<file path="src/pkg/mgqc_pkg.sv">
package mgqc_pkg;

   // ==========================================================
   // Sizes
   localparam int NRULE = 16;
   localparam int RIW = 4;
   localparam int NCH = 16;
   localparam int CHW = 4;

   // ==========================================================
   // Register offsets
   localparam logic [11:0] A_CTRL = 12'h000;
   localparam logic [11:0] A_DEFC = 12'h004;
   localparam logic [11:0] A_FLOWS = 12'h008;
   localparam logic [11:0] A_SESS = 12'h00C;
   localparam logic [11:0] A_DROPS = 12'h010;
   localparam logic [11:0] A_CAP = 12'h014;
   localparam logic [11:0] A_RULE = 12'h100;
   localparam logic [11:0] A_RULE_END = 12'h180;
   localparam logic [11:0] A_CNT = 12'h200;
   localparam logic [11:0] A_CNT_END = 12'h240;

   // ==========================================================
   // Field positions
   localparam int C_EN = 0;
   localparam int C_SCRUB = 1;
   localparam int DC_CLS_LSB = 0;
   localparam int DC_RATE_LSB = 16;
   localparam int FL_L2_LSB = 0;
   localparam int FL_BC_LSB = 8;
   localparam int SC_JOIN = 31;
   localparam int RA_VALID = 31;
   localparam int RA_AGG = 30;
   localparam int RA_FLOW_LSB = 16;
   localparam int RA_GRP_LSB = 8;
   localparam int RA_SRC_LSB = 0;
   localparam int RB_MASK_LSB = 16;
   localparam int RB_HI_LSB = 8;
   localparam int RB_LO_LSB = 0;

   // ==========================================================
   // Reset values and constants
   localparam logic [31:0] CTRL_RST = 32'h0000_0001;
   localparam logic [31:0] DEFC_RST = 32'h0100_0001;
   localparam logic [31:0] FLOWS_RST = 32'h0000_7E7F;
   localparam logic [31:0] CAP_RST = 32'h0000_0004;
   localparam logic [7:0] DEF_FLOW_BASE = 8'h80;
   localparam logic [1:0] RD_A = 2'h0;
   localparam logic [1:0] RD_B = 2'h1;
   localparam logic [1:0] RD_CNT = 2'h2;

   // ==========================================================
   // Timing
   localparam int CLK_NS = 4;
   localparam int WIN_NS = 1000;
   localparam int WIN_CYC = WIN_NS / CLK_NS;

   // ==========================================================
   // Types
   typedef enum logic [1:0] {
      KIND_JOIN = 2'h0,
      KIND_L2 = 2'h1,
      KIND_L3B = 2'h2,
      KIND_LOCAL = 2'h3
   } mgqc_kind_t;

   typedef enum logic [1:0] {
      SC_IDLE = 2'h1,
      SC_RUN = 2'h2
   } mgqc_scrub_t;

endpackage : mgqc_pkg

</file>
<file path="src/pkg/mgqc_rule_if.sv">
`timescale 1ns/10ps
interface mgqc_rule_if import mgqc_pkg::*; ();
   logic wr_en;
   logic wr_word;
   logic [RIW-1:0] wr_idx;
   logic [31:0] wr_data;
   logic [RIW-1:0] rd_idx;
   logic [1:0] rd_word;
   logic [31:0] rd_data;
   logic scr_en;
   logic [RIW-1:0] scr_idx;
   logic ses_en;
   logic ses_join;
   logic [RIW-1:0] ses_idx;
   logic [7:0] cap;
   logic ses_refused;
   logic mt_en;
   logic [7:0] mt_src;
   logic [7:0] mt_grp;
   logic [7:0] mt_ds;
   logic hit;
   logic [7:0] hit_flow;

   modport ctl (
      output wr_en, wr_word, wr_idx, wr_data, rd_idx, rd_word, scr_en, scr_idx,
      output ses_en, ses_join, ses_idx, cap, mt_en, mt_src, mt_grp, mt_ds,
      input rd_data, ses_refused, hit, hit_flow
   );
   modport tbl (
      input wr_en, wr_word, wr_idx, wr_data, rd_idx, rd_word, scr_en, scr_idx,
      input ses_en, ses_join, ses_idx, cap, mt_en, mt_src, mt_grp, mt_ds,
      output rd_data, ses_refused, hit, hit_flow
   );
endinterface : mgqc_rule_if

</file>
<file path="src/core/mgqc_rule_table.sv">
`timescale 1ns/10ps
module mgqc_rule_table import mgqc_pkg::*; #(
   parameter int NR = NRULE
) (
   input wire logic clk,
   input wire logic rst_n,
   mgqc_rule_if.tbl rif
);

   if (NR < 1 || NR > NRULE) begin : g_chk
      $error("mgqc_rule_table: NR out of range");
   end

   // ==========================================================
   // Storage
   logic [31:0] wa_r [NR];
   logic [31:0] wb_r [NR];
   logic [7:0] cnt_r [NR];
   logic [NR-1:0] m;
   logic [RIW-1:0] pick;
   logic found;
   logic hit_r;
   logic [7:0] flow_r;
   logic refused_r;
   logic [31:0] rd_r;

   function automatic logic ds_in(input logic [7:0] ds, input logic [31:0] wb);
      logic [7:0] v;
      v = ds & wb[RB_MASK_LSB +: 8];
      return (v >= wb[RB_LO_LSB +: 8]) && (v <= wb[RB_HI_LSB +: 8]);
   endfunction : ds_in

   // ==========================================================
   // Session and scrub decode
   wire [31:0] ses_wa = wa_r[rif.ses_idx];
   wire [7:0] ses_cnt = cnt_r[rif.ses_idx];
   wire [7:0] ses_lim = ses_wa[RA_AGG] ? rif.cap : 8'h01;
   wire ses_ok = ses_wa[RA_VALID] && (rif.ses_join ? ses_cnt < ses_lim : ses_cnt != 8'h00);
   wire [31:0] scr_wa = wa_r[rif.scr_idx];
   wire scr_exact = scr_wa[RA_SRC_LSB +: 8] != 8'h00 && scr_wa[RA_GRP_LSB +: 8] != 8'h00;
   wire scr_del = rif.scr_en && (cnt_r[rif.scr_idx] == 8'h00
                  || (!scr_wa[RA_AGG] && !scr_exact) || scr_wa[RA_FLOW_LSB +: 8] == 8'h00);

   // ==========================================================
   // Entries
   for (genvar i = 0; i < NR; i++) begin : g_ent
      wire src_ok = wa_r[i][RA_SRC_LSB +: 8] == 8'h00 || wa_r[i][RA_SRC_LSB +: 8] == rif.mt_src;
      wire grp_ok = wa_r[i][RA_GRP_LSB +: 8] == 8'h00 || wa_r[i][RA_GRP_LSB +: 8] == rif.mt_grp;
      wire me_wr = rif.wr_en && rif.wr_idx == RIW'(i);
      wire me_ses = rif.ses_en && ses_ok && rif.ses_idx == RIW'(i);
      wire me_del = scr_del && rif.scr_idx == RIW'(i);
      // Aggregate rules hold wildcards, single rules an exact pair
      assign m[i] = wa_r[i][RA_VALID] && src_ok && grp_ok && ds_in(rif.mt_ds, wb_r[i]);

      always_ff @(posedge clk or negedge rst_n) begin
         if (!rst_n) begin
            wa_r[i] <= 32'h0000_0000;
            wb_r[i] <= 32'h0000_0000;
         end else if (me_wr) begin
            if (rif.wr_word) wb_r[i] <= rif.wr_data;
            else wa_r[i] <= rif.wr_data;
         end else if (me_del) begin
            wa_r[i][RA_VALID] <= 1'b0;
         end
      end

      always_ff @(posedge clk or negedge rst_n) begin
         if (!rst_n) cnt_r[i] <= 8'h00;
         else if (me_ses) cnt_r[i] <= rif.ses_join ? cnt_r[i] + 8'h01 : cnt_r[i] - 8'h01;
         else if (me_del) cnt_r[i] <= 8'h00;
      end
   end

   // ==========================================================
   // Lowest index wins
   always_comb begin
      pick = '0;
      found = 1'b0;
      for (int k = NR - 1; k >= 0; k--) begin
         if (m[k]) begin
            pick = RIW'(k);
            found = 1'b1;
         end
      end
   end

   wire [31:0] rd_sel = rif.rd_word == RD_CNT ? {24'h00_0000, cnt_r[rif.rd_idx]} :
                        rif.rd_word == RD_B ? wb_r[rif.rd_idx] : wa_r[rif.rd_idx];

   always_ff @(posedge clk or negedge rst_n) begin
      if (!rst_n) begin
         hit_r <= 1'b0;
         flow_r <= 8'h00;
         refused_r <= 1'b0;
         rd_r <= 32'h0000_0000;
      end else begin
         hit_r <= rif.mt_en && found;
         flow_r <= wa_r[pick][RA_FLOW_LSB +: 8];
         refused_r <= rif.ses_en && !ses_ok;
         rd_r <= rd_sel;
      end
   end

   assign rif.hit = hit_r;
   assign rif.hit_flow = flow_r;
   assign rif.ses_refused = refused_r;
   assign rif.rd_data = rd_r;
endmodule : mgqc_rule_table

</file>
<file path="src/core/mgqc_top.sv">
// Design decisions made here: the register addresses and register access over APB.
`timescale 1ns/10ps
// Behaviour
// DS value six matches only its rule
// One service class named default group class
// Unmatched multicast uses default group flow
// Unmatched traffic only on single channels
// Every channel owns one default flow
// Default class rate caps unclassified traffic
// Aggregate rule maps whole range shared
// Single rule maps exact pair dedicated
// Unneeded rules and flows get deleted; the scrub clears rule valid bits and session counts, and flows are not deleted
// Aggregate sessions never exceed session cap
// Class changes may update derived flows
// Tables govern only joined sessions
// Layer two traffic rides some group flow
// Extra rules allowed for other traffic
// Flow tree strict, one parent each
// Modem passes settings through uninterpreted
// Modem polices requests per flow only
// DS range match by mask then bounds
module mgqc_top import mgqc_pkg::*; #(
   parameter int NR = NRULE,
   parameter int NC = NCH
) (
   input wire logic pclk,
   input wire logic presetn,
   input wire logic [11:0] paddr,
   input wire logic psel,
   input wire logic penable,
   input wire logic pwrite,
   input wire logic [31:0] pwdata,
   output logic [31:0] prdata,
   output logic pready,
   output logic pslverr,
   input wire logic pkt_valid,
   output logic pkt_ready,
   input wire logic [1:0] pkt_kind,
   input wire logic [7:0] pkt_src,
   input wire logic [7:0] pkt_grp,
   input wire logic [7:0] pkt_ds,
   input wire logic [15:0] pkt_len,
   input wire logic [CHW-1:0] pkt_chan,
   input wire logic pkt_bonded,
   output logic out_valid,
   output logic [7:0] out_flow,
   output logic out_default,
   output logic out_drop,
   output logic [CHW-1:0] out_chan
);

   if (NC < 1 || NC > NCH || NR < 1 || NR > NRULE) begin : g_chk
      $error("mgqc_top: size parameter out of range");
   end

   // ==========================================================
   // APB decode
   mgqc_rule_if rif ();

   logic [31:0] ctrl_r;
   logic [31:0] defc_r;
   logic [31:0] flows_r;
   logic [31:0] cap_r;
   logic refused_r;
   logic [31:0] drops_r;
   logic [31:0] reg_rd_r;

   wire apb_setup = psel && !penable;
   wire apb_acc = psel && penable;
   wire apb_wr = apb_acc && pwrite;
   wire in_rule = paddr >= A_RULE && paddr < A_RULE_END;
   wire in_cnt = paddr >= A_CNT && paddr < A_CNT_END;
   wire in_regs = paddr == A_CTRL || paddr == A_DEFC || paddr == A_FLOWS
                  || paddr == A_SESS || paddr == A_DROPS || paddr == A_CAP;
   wire mapped = paddr[1:0] == 2'h0 && (in_rule || in_cnt || in_regs);

   assign pready = 1'b1;
   assign pslverr = apb_acc && !mapped;
   assign prdata = (in_rule || in_cnt) ? rif.rd_data : reg_rd_r;

   assign rif.wr_en = apb_wr && in_rule && paddr[1:0] == 2'h0;
   assign rif.wr_word = paddr[2];
   assign rif.wr_idx = paddr[3 +: RIW];
   assign rif.wr_data = pwdata;
   assign rif.rd_idx = in_cnt ? paddr[2 +: RIW] : paddr[3 +: RIW];
   assign rif.rd_word = in_cnt ? RD_CNT : (paddr[2] ? RD_B : RD_A);
   assign rif.ses_en = apb_wr && paddr == A_SESS;
   assign rif.ses_join = pwdata[SC_JOIN];
   assign rif.ses_idx = pwdata[RIW-1:0];
   assign rif.cap = cap_r[7:0];

   wire [31:0] reg_rd_nxt = paddr == A_CTRL ? ctrl_r :
                            paddr == A_DEFC ? defc_r :
                            paddr == A_FLOWS ? flows_r :
                            paddr == A_SESS ? {31'h0000_0000, refused_r} :
                            paddr == A_DROPS ? drops_r :
                            paddr == A_CAP ? cap_r : 32'h0000_0000;

   // ==========================================================
   // Registers
   always_ff @(posedge pclk or negedge presetn) begin
      if (!presetn) begin
         ctrl_r <= CTRL_RST;
         defc_r <= DEFC_RST;
         flows_r <= FLOWS_RST;
         cap_r <= CAP_RST;
      end else if (apb_wr) begin
         if (paddr == A_CTRL) ctrl_r <= pwdata & 32'h0000_0001;
         if (paddr == A_DEFC) defc_r <= pwdata;
         if (paddr == A_FLOWS) flows_r <= pwdata & 32'h0000_FFFF;
         if (paddr == A_CAP) cap_r <= pwdata & 32'h0000_00FF;
      end
   end

   always_ff @(posedge pclk or negedge presetn) begin
      if (!presetn) begin
         refused_r <= 1'b0;
         reg_rd_r <= 32'h0000_0000;
      end else begin
         refused_r <= rif.ses_refused || (refused_r && !rif.ses_en);
         if (apb_setup) reg_rd_r <= reg_rd_nxt;
      end
   end

   // ==========================================================
   // Scrub walk
   mgqc_scrub_t sc_st_r;
   mgqc_scrub_t sc_st_nxt;
   logic [RIW-1:0] sc_idx_r;

   wire scrub_go = apb_wr && paddr == A_CTRL && pwdata[C_SCRUB];
   wire sc_last = sc_idx_r == RIW'(NR - 1);

   always_comb begin
      sc_st_nxt = sc_st_r;
      unique case (sc_st_r)
         SC_IDLE: if (scrub_go) sc_st_nxt = SC_RUN;
         SC_RUN: if (sc_last) sc_st_nxt = SC_IDLE;
         default: sc_st_nxt = SC_IDLE;
      endcase
   end

   always_ff @(posedge pclk or negedge presetn) begin
      if (!presetn) begin
         sc_st_r <= SC_IDLE;
         sc_idx_r <= '0;
      end else begin
         sc_st_r <= sc_st_nxt;
         sc_idx_r <= sc_st_r == SC_RUN ? sc_idx_r + RIW'(1) : '0;
      end
   end

   assign rif.scr_en = sc_st_r == SC_RUN;
   assign rif.scr_idx = sc_idx_r;

   // ==========================================================
   // Classification
   wire take = pkt_valid && pkt_ready;
   assign pkt_ready = ctrl_r[C_EN] && sc_st_r == SC_IDLE;
   assign rif.mt_en = take && pkt_kind == KIND_JOIN;
   assign rif.mt_src = pkt_src;
   assign rif.mt_grp = pkt_grp;
   assign rif.mt_ds = pkt_ds;

   mgqc_rule_table #(.NR(NR)) u_tbl (
      .clk(pclk),
      .rst_n(presetn),
      .rif(rif.tbl)
   );

   logic s1_v;
   mgqc_kind_t s1_kind;
   logic [15:0] s1_len;
   logic [CHW-1:0] s1_chan;
   logic s1_bonded;

   always_ff @(posedge pclk or negedge presetn) begin
      if (!presetn) begin
         s1_v <= 1'b0;
         s1_kind <= KIND_JOIN;
         s1_len <= 16'h0000;
         s1_chan <= '0;
         s1_bonded <= 1'b0;
      end else begin
         s1_v <= take;
         s1_kind <= mgqc_kind_t'(pkt_kind);
         s1_len <= pkt_len;
         s1_chan <= pkt_chan;
         s1_bonded <= pkt_bonded;
      end
   end

   // ==========================================================
   // Default flow rate budget per channel
   logic [15:0] bud_r [NC];
   logic [15:0] win_r;

   wire [15:0] rate = defc_r[DC_RATE_LSB +: 16];
   wire win_end = win_r == 16'(WIN_CYC - 1);
   wire [15:0] cur_bud = bud_r[s1_chan];
   wire joined = s1_kind == KIND_JOIN;
   wire unmatched = s1_v && joined && !rif.hit;
   wire over = cur_bud < s1_len;
   wire drop_nxt = unmatched && (s1_bonded || over);
   wire charge = unmatched && !s1_bonded && !over;
   wire [7:0] def_flow = DEF_FLOW_BASE + 8'(s1_chan);
   wire [7:0] other_flow = s1_kind == KIND_L2 ? flows_r[FL_L2_LSB +: 8]
                                              : flows_r[FL_BC_LSB +: 8];
   wire [7:0] flow_nxt = !joined ? other_flow :
                         rif.hit ? rif.hit_flow : def_flow;

   always_ff @(posedge pclk or negedge presetn) begin
      if (!presetn) win_r <= 16'h0000;
      else win_r <= win_end ? 16'h0000 : win_r + 16'h0001;
   end

   for (genvar c = 0; c < NC; c++) begin : g_bud
      always_ff @(posedge pclk or negedge presetn) begin
         if (!presetn) bud_r[c] <= 16'h0000;
         else if (win_end) bud_r[c] <= rate;
         else if (charge && s1_chan == CHW'(c)) bud_r[c] <= bud_r[c] - s1_len;
      end
   end

   // ==========================================================
   // Output stage
   always_ff @(posedge pclk or negedge presetn) begin
      if (!presetn) begin
         out_valid <= 1'b0;
         out_flow <= 8'h00;
         out_default <= 1'b0;
         out_drop <= 1'b0;
         out_chan <= '0;
         drops_r <= 32'h0000_0000;
      end else begin
         out_valid <= s1_v;
         out_flow <= flow_nxt;
         out_default <= unmatched;
         out_drop <= drop_nxt;
         out_chan <= s1_chan;
         drops_r <= drops_r + 32'(drop_nxt);
      end
   end
endmodule : mgqc_top

</file>
<file path="config.mk">
export PLATFORM = sky130hd
export DESIGN_NAME = mgqc_top
export DESIGN_NICKNAME = d
export VERILOG_FILES = /design/src/pkg/mgqc_pkg.sv /design/src/pkg/mgqc_rule_if.sv /design/src/core/mgqc_rule_table.sv /design/src/core/mgqc_top.sv
export SDC_FILE = /design/constraint.sdc
export NUM_CORES = 2
export LEC_CHECK = 0
export ABC_AREA = 1
export BUFFER_PORTS_ARGS = -buffer_cell sky130_fd_sc_hd__buf_2
export CAP_MARGIN = 15
export CELL_PAD_IN_SITES_DETAIL_PLACEMENT = 1
export CELL_PAD_IN_SITES_GLOBAL_PLACEMENT = 1
export CORE_ASPECT_RATIO = 0.9
export CORE_UTILIZATION = 35
export CTS_BUF_LIST = sky130_fd_sc_hd__clkbuf_2
export DETAILED_ROUTE_END_ITERATION = 16
export PLACE_DENSITY = 0.67
export SLEW_MARGIN = 0
export SYNTH_ARGS = -nofsm -noshare
export SYNTH_HDL_FRONTEND = slang
export SYNTH_HIERARCHICAL = 1
export SYNTH_SLANG_ARGS = --single-unit
export TNS_END_PERCENT = 10
</file>
<file path="constraint.sdc">
create_clock -name pclk -period 6.83 [get_ports pclk]
set_clock_uncertainty 0.05 [all_clocks]
set_input_delay 0.683 -clock pclk [delete_from_list [all_inputs] [get_ports pclk]]
set_output_delay 0.683 -clock pclk [all_outputs]
set_load 0.01 [all_outputs]
</file>
* Yosys cells after proc, flatten, opt, wreduce, memory -nomap -nowiden *
Cells that the tools add are included.

word-level totals
  output and inout bits = 50
  bits in registers = 1,633
  input port bits = 97
  word-level logic and storage cells = 905

operators by class
  bitwise operators = 22
  $add $sub $neg = 52
  magnitude comparators = 43
  reduce and logical (&&, ||, !) cells = 354
  mux-type cells = 209
  equal/unequal tests = 121

operators by type and width
  kind                   count
  $mux W32               30
  $bmux W32 S4           5
  $mux W16               35
  $mux W8                59
  $logic_not A8 Y1       34
  $eq A8 B8 Y1           32
  $sub A16 B16 Y16       16
  $logic_and A1 B1 Y1    156
  $add A8 B1 Y8 const B  16
  $and A8 B8 Y8          16
  $eq A4 B4 Y1 const B   32
  $ge A8 B8 Y1           16
  $le A8 B8 Y1           16
  $sub A8 B1 Y8 const B  16
  $reduce_and A2 Y1      53
  $bmux W8 S4            3
  $reduce_bool A2 Y1     48
  $mux W4                18
  $bmux W16 S4           1
  $eq A4 B3 Y1 const B   16
  $mux W31               2
  $mux W1                50
  $mux W24               2
  $logic_or A1 B1 Y1     43
  other kinds (29)       86

* Logic depth before layout (Yosys ltp) *
  word-level depth = 25
  depth in mapped cells = 36
  depth with buffers taken out = 33

* By module *
Netlist, hierarchy kept.

modules (own cells, without submodules)
  module           sequential area each (µm²)  area an instance (µm²)  cells an instance  times used
  mgqc_rule_table  29,878.7                    72,938.7                9,697              1
  mgqc_top         11,008.1                    32,967.9                4,627              1

* Least setup slack after synthesis *
No wires, ideal clock.

  kind = reg-to-reg
  from = register s1_chan[1]
  to = register drops_r[30]
  setup slack = 1.344 ns
  cell stages (with the launch flop) = 30
  arrival time = 5.313 ns
  buffers on the path = 3
  library setup time = 0.123 ns
  period minus slack after synthesis = 5.486 ns
  required time = 6.657 ns
  cell sequence = dfrtp_1 -> nand2_1 -> buf_2 -> inv_2 -> clkbuf_1 -> a22oi_1 -> a31oi_1 -> or4_1 -> ha_1 -> a21oi_1 -> nand3b_1 -> a21oi_1 -> a2111oi_0 -> nand2_4 -> buf_12 -> a21oi_1 -> ha_1 -> ha_1 -> nand3_1 -> inv_1 -> nand2_1 -> inv_1 -> nand4_1 -> nor2_1 -> nand3_1 -> nor3_1 -> nand4_1 -> inv_1 -> nand3_1 -> xor2_1

on the way
  cells in the longest elaborated chain, start to end = 8

ends and longest elaborated chain
  what                                          RTL line         RTL
  from (decl)                                   mgqc_top.sv:174  logic [CHW-1:0] s1_chan;
  from (signal assigned)                        mgqc_top.sv:188  s1_chan <= pkt_chan;
  $not A4 Y5 (not written as such)              mgqc_top.sv:200  wire [15:0] cur_bud = bud_r[s1_chan];
  $bmux W16 S4                                  mgqc_top.sv:200
  $mux W16 (not written as such) (2 in series)  mgqc_top.sv:200
  $lt A16 B16 Y1                                mgqc_top.sv:203  wire over = cur_bud < s1_len;
  $logic_or A1 B1 Y1                            mgqc_top.sv:204  wire drop_nxt = unmatched && (s1_bonded || over);
  $logic_and A1 B1 Y1                           mgqc_top.sv:204
  via drop_nxt                                  mgqc_top.sv:204
  $add A32 B1 Y32                               mgqc_top.sv:241  drops_r <= drops_r + 32'(drop_nxt);
  to (signal assigned)                          mgqc_top.sv:241
  to (decl)                                     mgqc_top.sv:65   logic [31:0] drops_r;

The timed path passes the listed nets, and every way through them passes these cells. The select of a mux whose other input is x is not followed.
A chain may end at the register's enable or synchronous reset.

* Worst setup path after layout *
  from = input port paddr[9]
  to = output port pslverr

on the way
  cells in the longest elaborated chain, start to end = 10
  elaborated cells on any way between the ends = 22
  classes of those cells = 4 x order compare; 5 x eq/ne; 13 x reduce/logical

ends and longest elaborated chain
  what                                                                   RTL line        RTL
  from (decl)                                                            mgqc_top.sv:28  input wire logic [11:0] paddr,
  parallel branches: the longest is 6 deep, another holds $ge A12 B9 Y1  n/a
  $logic_or A1 B1 Y1 (*)                                                 mgqc_top.sv:75  wire mapped = paddr[1:0] == 2'h0 && (in_rule || in_cnt || in_regs);
  $logic_and A1 B1 Y1 (*)                                                mgqc_top.sv:75
  $logic_not A1 Y1 (*)                                                   mgqc_top.sv:78  assign pslverr = apb_acc && !mapped;
  $logic_and A1 B1 Y1 (*)                                                mgqc_top.sv:78
  to (decl)                                                              mgqc_top.sv:35  output logic pslverr,

Every way passes the cells marked *.

==> run metrics <==
status finished clean; Max Slew Vio Count 0; top cells by area, synth dfrtp_1 (38%), nand2_1 (12%), o21ai_0 (10%), ha_1 (7.3%), nand3_1 (5.4%); H-tree depth 5; mean post-synth cell area 7.39 um^2; post-route cell area 0.117 mm^2; most frequent cells in the layout nand2_1 (3277), o21ai_0 (2118), dfrtp_1 (1613); Seq/Total Area, Yosys 38.6%; min Tclk post-route 6.58 ns; TritonCTS Sinks 1633; gr ovfl total 0; via count 109000; Max Cap Violations 0; clock buffer depth 4; chip height approximately 520 um; Core Region 0.301 mm^2; GPL Wtd Cong 0.970; CTS root buf clkbuf_2; DP Wirelength 355 mm; CP Launch Type input port; fraction of registers with async set/reset 100%; EDFF count, synth 0; Hold Crit Class in -> reg; Core Util, Final between 30 and 40%; top_reg_cell synth dfrtp_1; Top-Level Pins 147; Crit Path Class in -> out; dpl ws roughly 0.22 ns; Leak 57.1 nW; Net Count, Synth 15100; Worst-Margin Slew roughly 1.4 ns; first-pass GRT wire length 743 mm; fin crit share between 90% and 100%; setup TNS 0 ns; Yosys reg bits 1633; Final ANT Viol Nets 0; Worst Setup End Kind output port; initial antenna violation count 53; gr usage total 32.7%; DRC 0; fmax 0.152 GHz; Placement Cell Area 0.110 mm^2; final setup vio count 0; P_sw about 0.007 W; Layout Nets 15300; Unique masters post-synth 69; synthesized area 0.106 mm^2; Final Hold Viols 0; Synth top area share 38.2%; commonest non-fill, non-tap cell in the layout nand2_1; cells after synthesis 14300; RSZ-0062 raised after global routing false; vias per cell 5.75; vias in the first global route about 110k; initial core utilization 35.2%; Seq pwr share between 40% and 50%; TritonCTS clock tree done; final wirelength approximately 500 mm; Slew headroom 9.20%; clk_lat worst skew roughly 2.1 ns; Critical Path AT just under 6 ns; clock power share 38.7%; CTS clk-pin slew, worst paths between 0.1 and 0.15 ns; post-synth top area cell dfrtp_1; Sw Ratio 34.3%; P&R area growth vs syn 10.4%; DR iter-0 viols 11200; Power per Cell Area 174 mW/mm^2; Pint ~0.013 W; Port-buffer cells between 100 and 150; fin worst setup slack 0.253 ns; layout cell share with drive strength beyond 1 between 8 and 9%; Max FO, Critical Path 10; peak supply drop 0.109 mV; Comb power frac around an eighth; Worst EP required 6.10 ns; CTS Buf Count 460; yosys warns 6; Die Span X 582 um; First-pass DRT Iterations 8; largest net degree at the start of global routing 207; routed wire length per instance 27.0 um; FILL cells about 38000; Cell Rows 191; die area 0.305 mm^2
[power by group through the flow]
stage          Sequential [W]  Clock, W  Combinational (W)
6_report              0.00977   0.00786            0.00269
5_1_grt               0.00978   0.00846            0.00283
4_1_cts               0.00977   0.00806            0.00260
3_5_place_dp          0.00996         0            0.00249
3_3_place_gp          0.00996         0            0.00247
2_1_floorplan         0.00993         0            0.00122
[area by class of cell]
class / count / area [um^2] / share of cell area [%]
antenna: 29 / 72.6 / 0.0621
inverter: 1438 / 5430 / 4.64
clock buffer: 666 / 3330 / 2.85
timing repair buffer: 600 / 5020 / 4.30
clock inverter: 145 / 876 / 0.749
tap: 3956 / 4950 / 4.23
multi-input combinational: 10400 / 56300 / 48.2
sequential: 1633 / 40900 / 35.0
[cell usage after synthesis (all sizes together), types with 11 or more instances]
cell type,instances
nand2,3321
o21ai,2237
dfrtp,1615
inv,1427
nand3,1164
a21oi,929
nor2,672
clkbuf,664
ha,615
nand4,206
xnor2,168
xor2,159
buf,157
o22ai,154
o211ai,104
nor4,68
a31oi,65
a22oi,63
o221ai,63
o21a,60
nor3,55
a21o,44
a21boi,38
fa,32
a211oi,29
or2,27
o31ai,24
and3,21
dfstp,18
or4,17
o21bai,16
a221oi,15
nand3b,13
clkinv,11
[per-stage QoR]
| step | hold WS (ns) | cells | power (W) |
|---|---|---|---|
| floorplan | 0.304 | 14300 | 0.0112 |
| detailed placement | 0.416 | 17800 | 0.0125 |
| CTS | 0.0268 | 18900 | 0.0204 |
| finish | 0.239 | 18900 | 0.0203 |
| global placement | 0.410 | 17800 | 0.0124 |
| global route | 0.215 | 18900 | 0.0211 |
[cell families (layout without fill, tap and decap cells)]
kind of cell,Yosys count,after routing,share of synthesized area (%)
xor+xnor,327,327,2.70
flops,1633,1633,38.6
simple gates,5568,5568,22.4
fa+ha+maj,647,647,7.87
other cells,1,30,0.00354
compound gates,3889,3889,20.0
buf+inv,2259,2849,8.46
[timing repair]
| action | in CTS | in global routing |
|---|---|---|
| gates resized for setup | 0 | 2 |
| buffers inserted | 0 | 0 |
| endpoints found under the hold margin | 2932 | 0 |
| hold buffers | 219 | 0 |
| setup endpoints to repair | 0 | 5 |
[worst max-delay path: stages]
cell and delay, ns:
dlygate4sd3_1 0.61, buf_2 0.16, dlygate4sd3_1 0.60, nor2_1 0.06, dlygate4sd3_1 0.59, nand2_1 0.07, dlygate4sd3_1 0.60, nor3_1 0.06
dlygate4sd3_1 0.58, nand3_1 0.07, dlygate4sd3_1 0.55, clkinv_1 0.28, nor3_1 0.32, nand3_1 0.23, a21oi_1 0.20, buf_2 0.16
[final timing paths]
check                            from                to  slack, ns  cells after the start
max                          paddr[9]           pslverr       0.25                     16
min                        pwdata[16]   u_tbl/wa_r[144]       0.24                      6
max reg2reg                s1_chan[1]       drops_r[30]       0.48                     27
min reg2reg                defc_r[15]        defc_r[15]       0.43                      2
max in group asynchronous     presetn   u_tbl/wb_r[462]       4.48                      7
min in group asynchronous     presetn  u_tbl/cnt_r[125]       0.30                      5
[layer usage]
layer	vias up	wire length (um)	GRT usage, %
met3	846	49500	7.86
met1	54200	230000	47.1
met4	12	19800	12.2
li1	49100	-	-
met5	-	86	0
met2	4479	211000	47.2
[state kept, by name, summed over array words and instances, names as in the netlist, 32 cells and up]
name,flops
bud_r,256
defc_r,32
u_tbl/wb_r,512
u_tbl/rif.rd_data,32
u_tbl/wa_r,512
u_tbl/cnt_r,128
drops_r,32
reg_rd_r,32
Note: power is estimated with default switching activity, not from simulation.
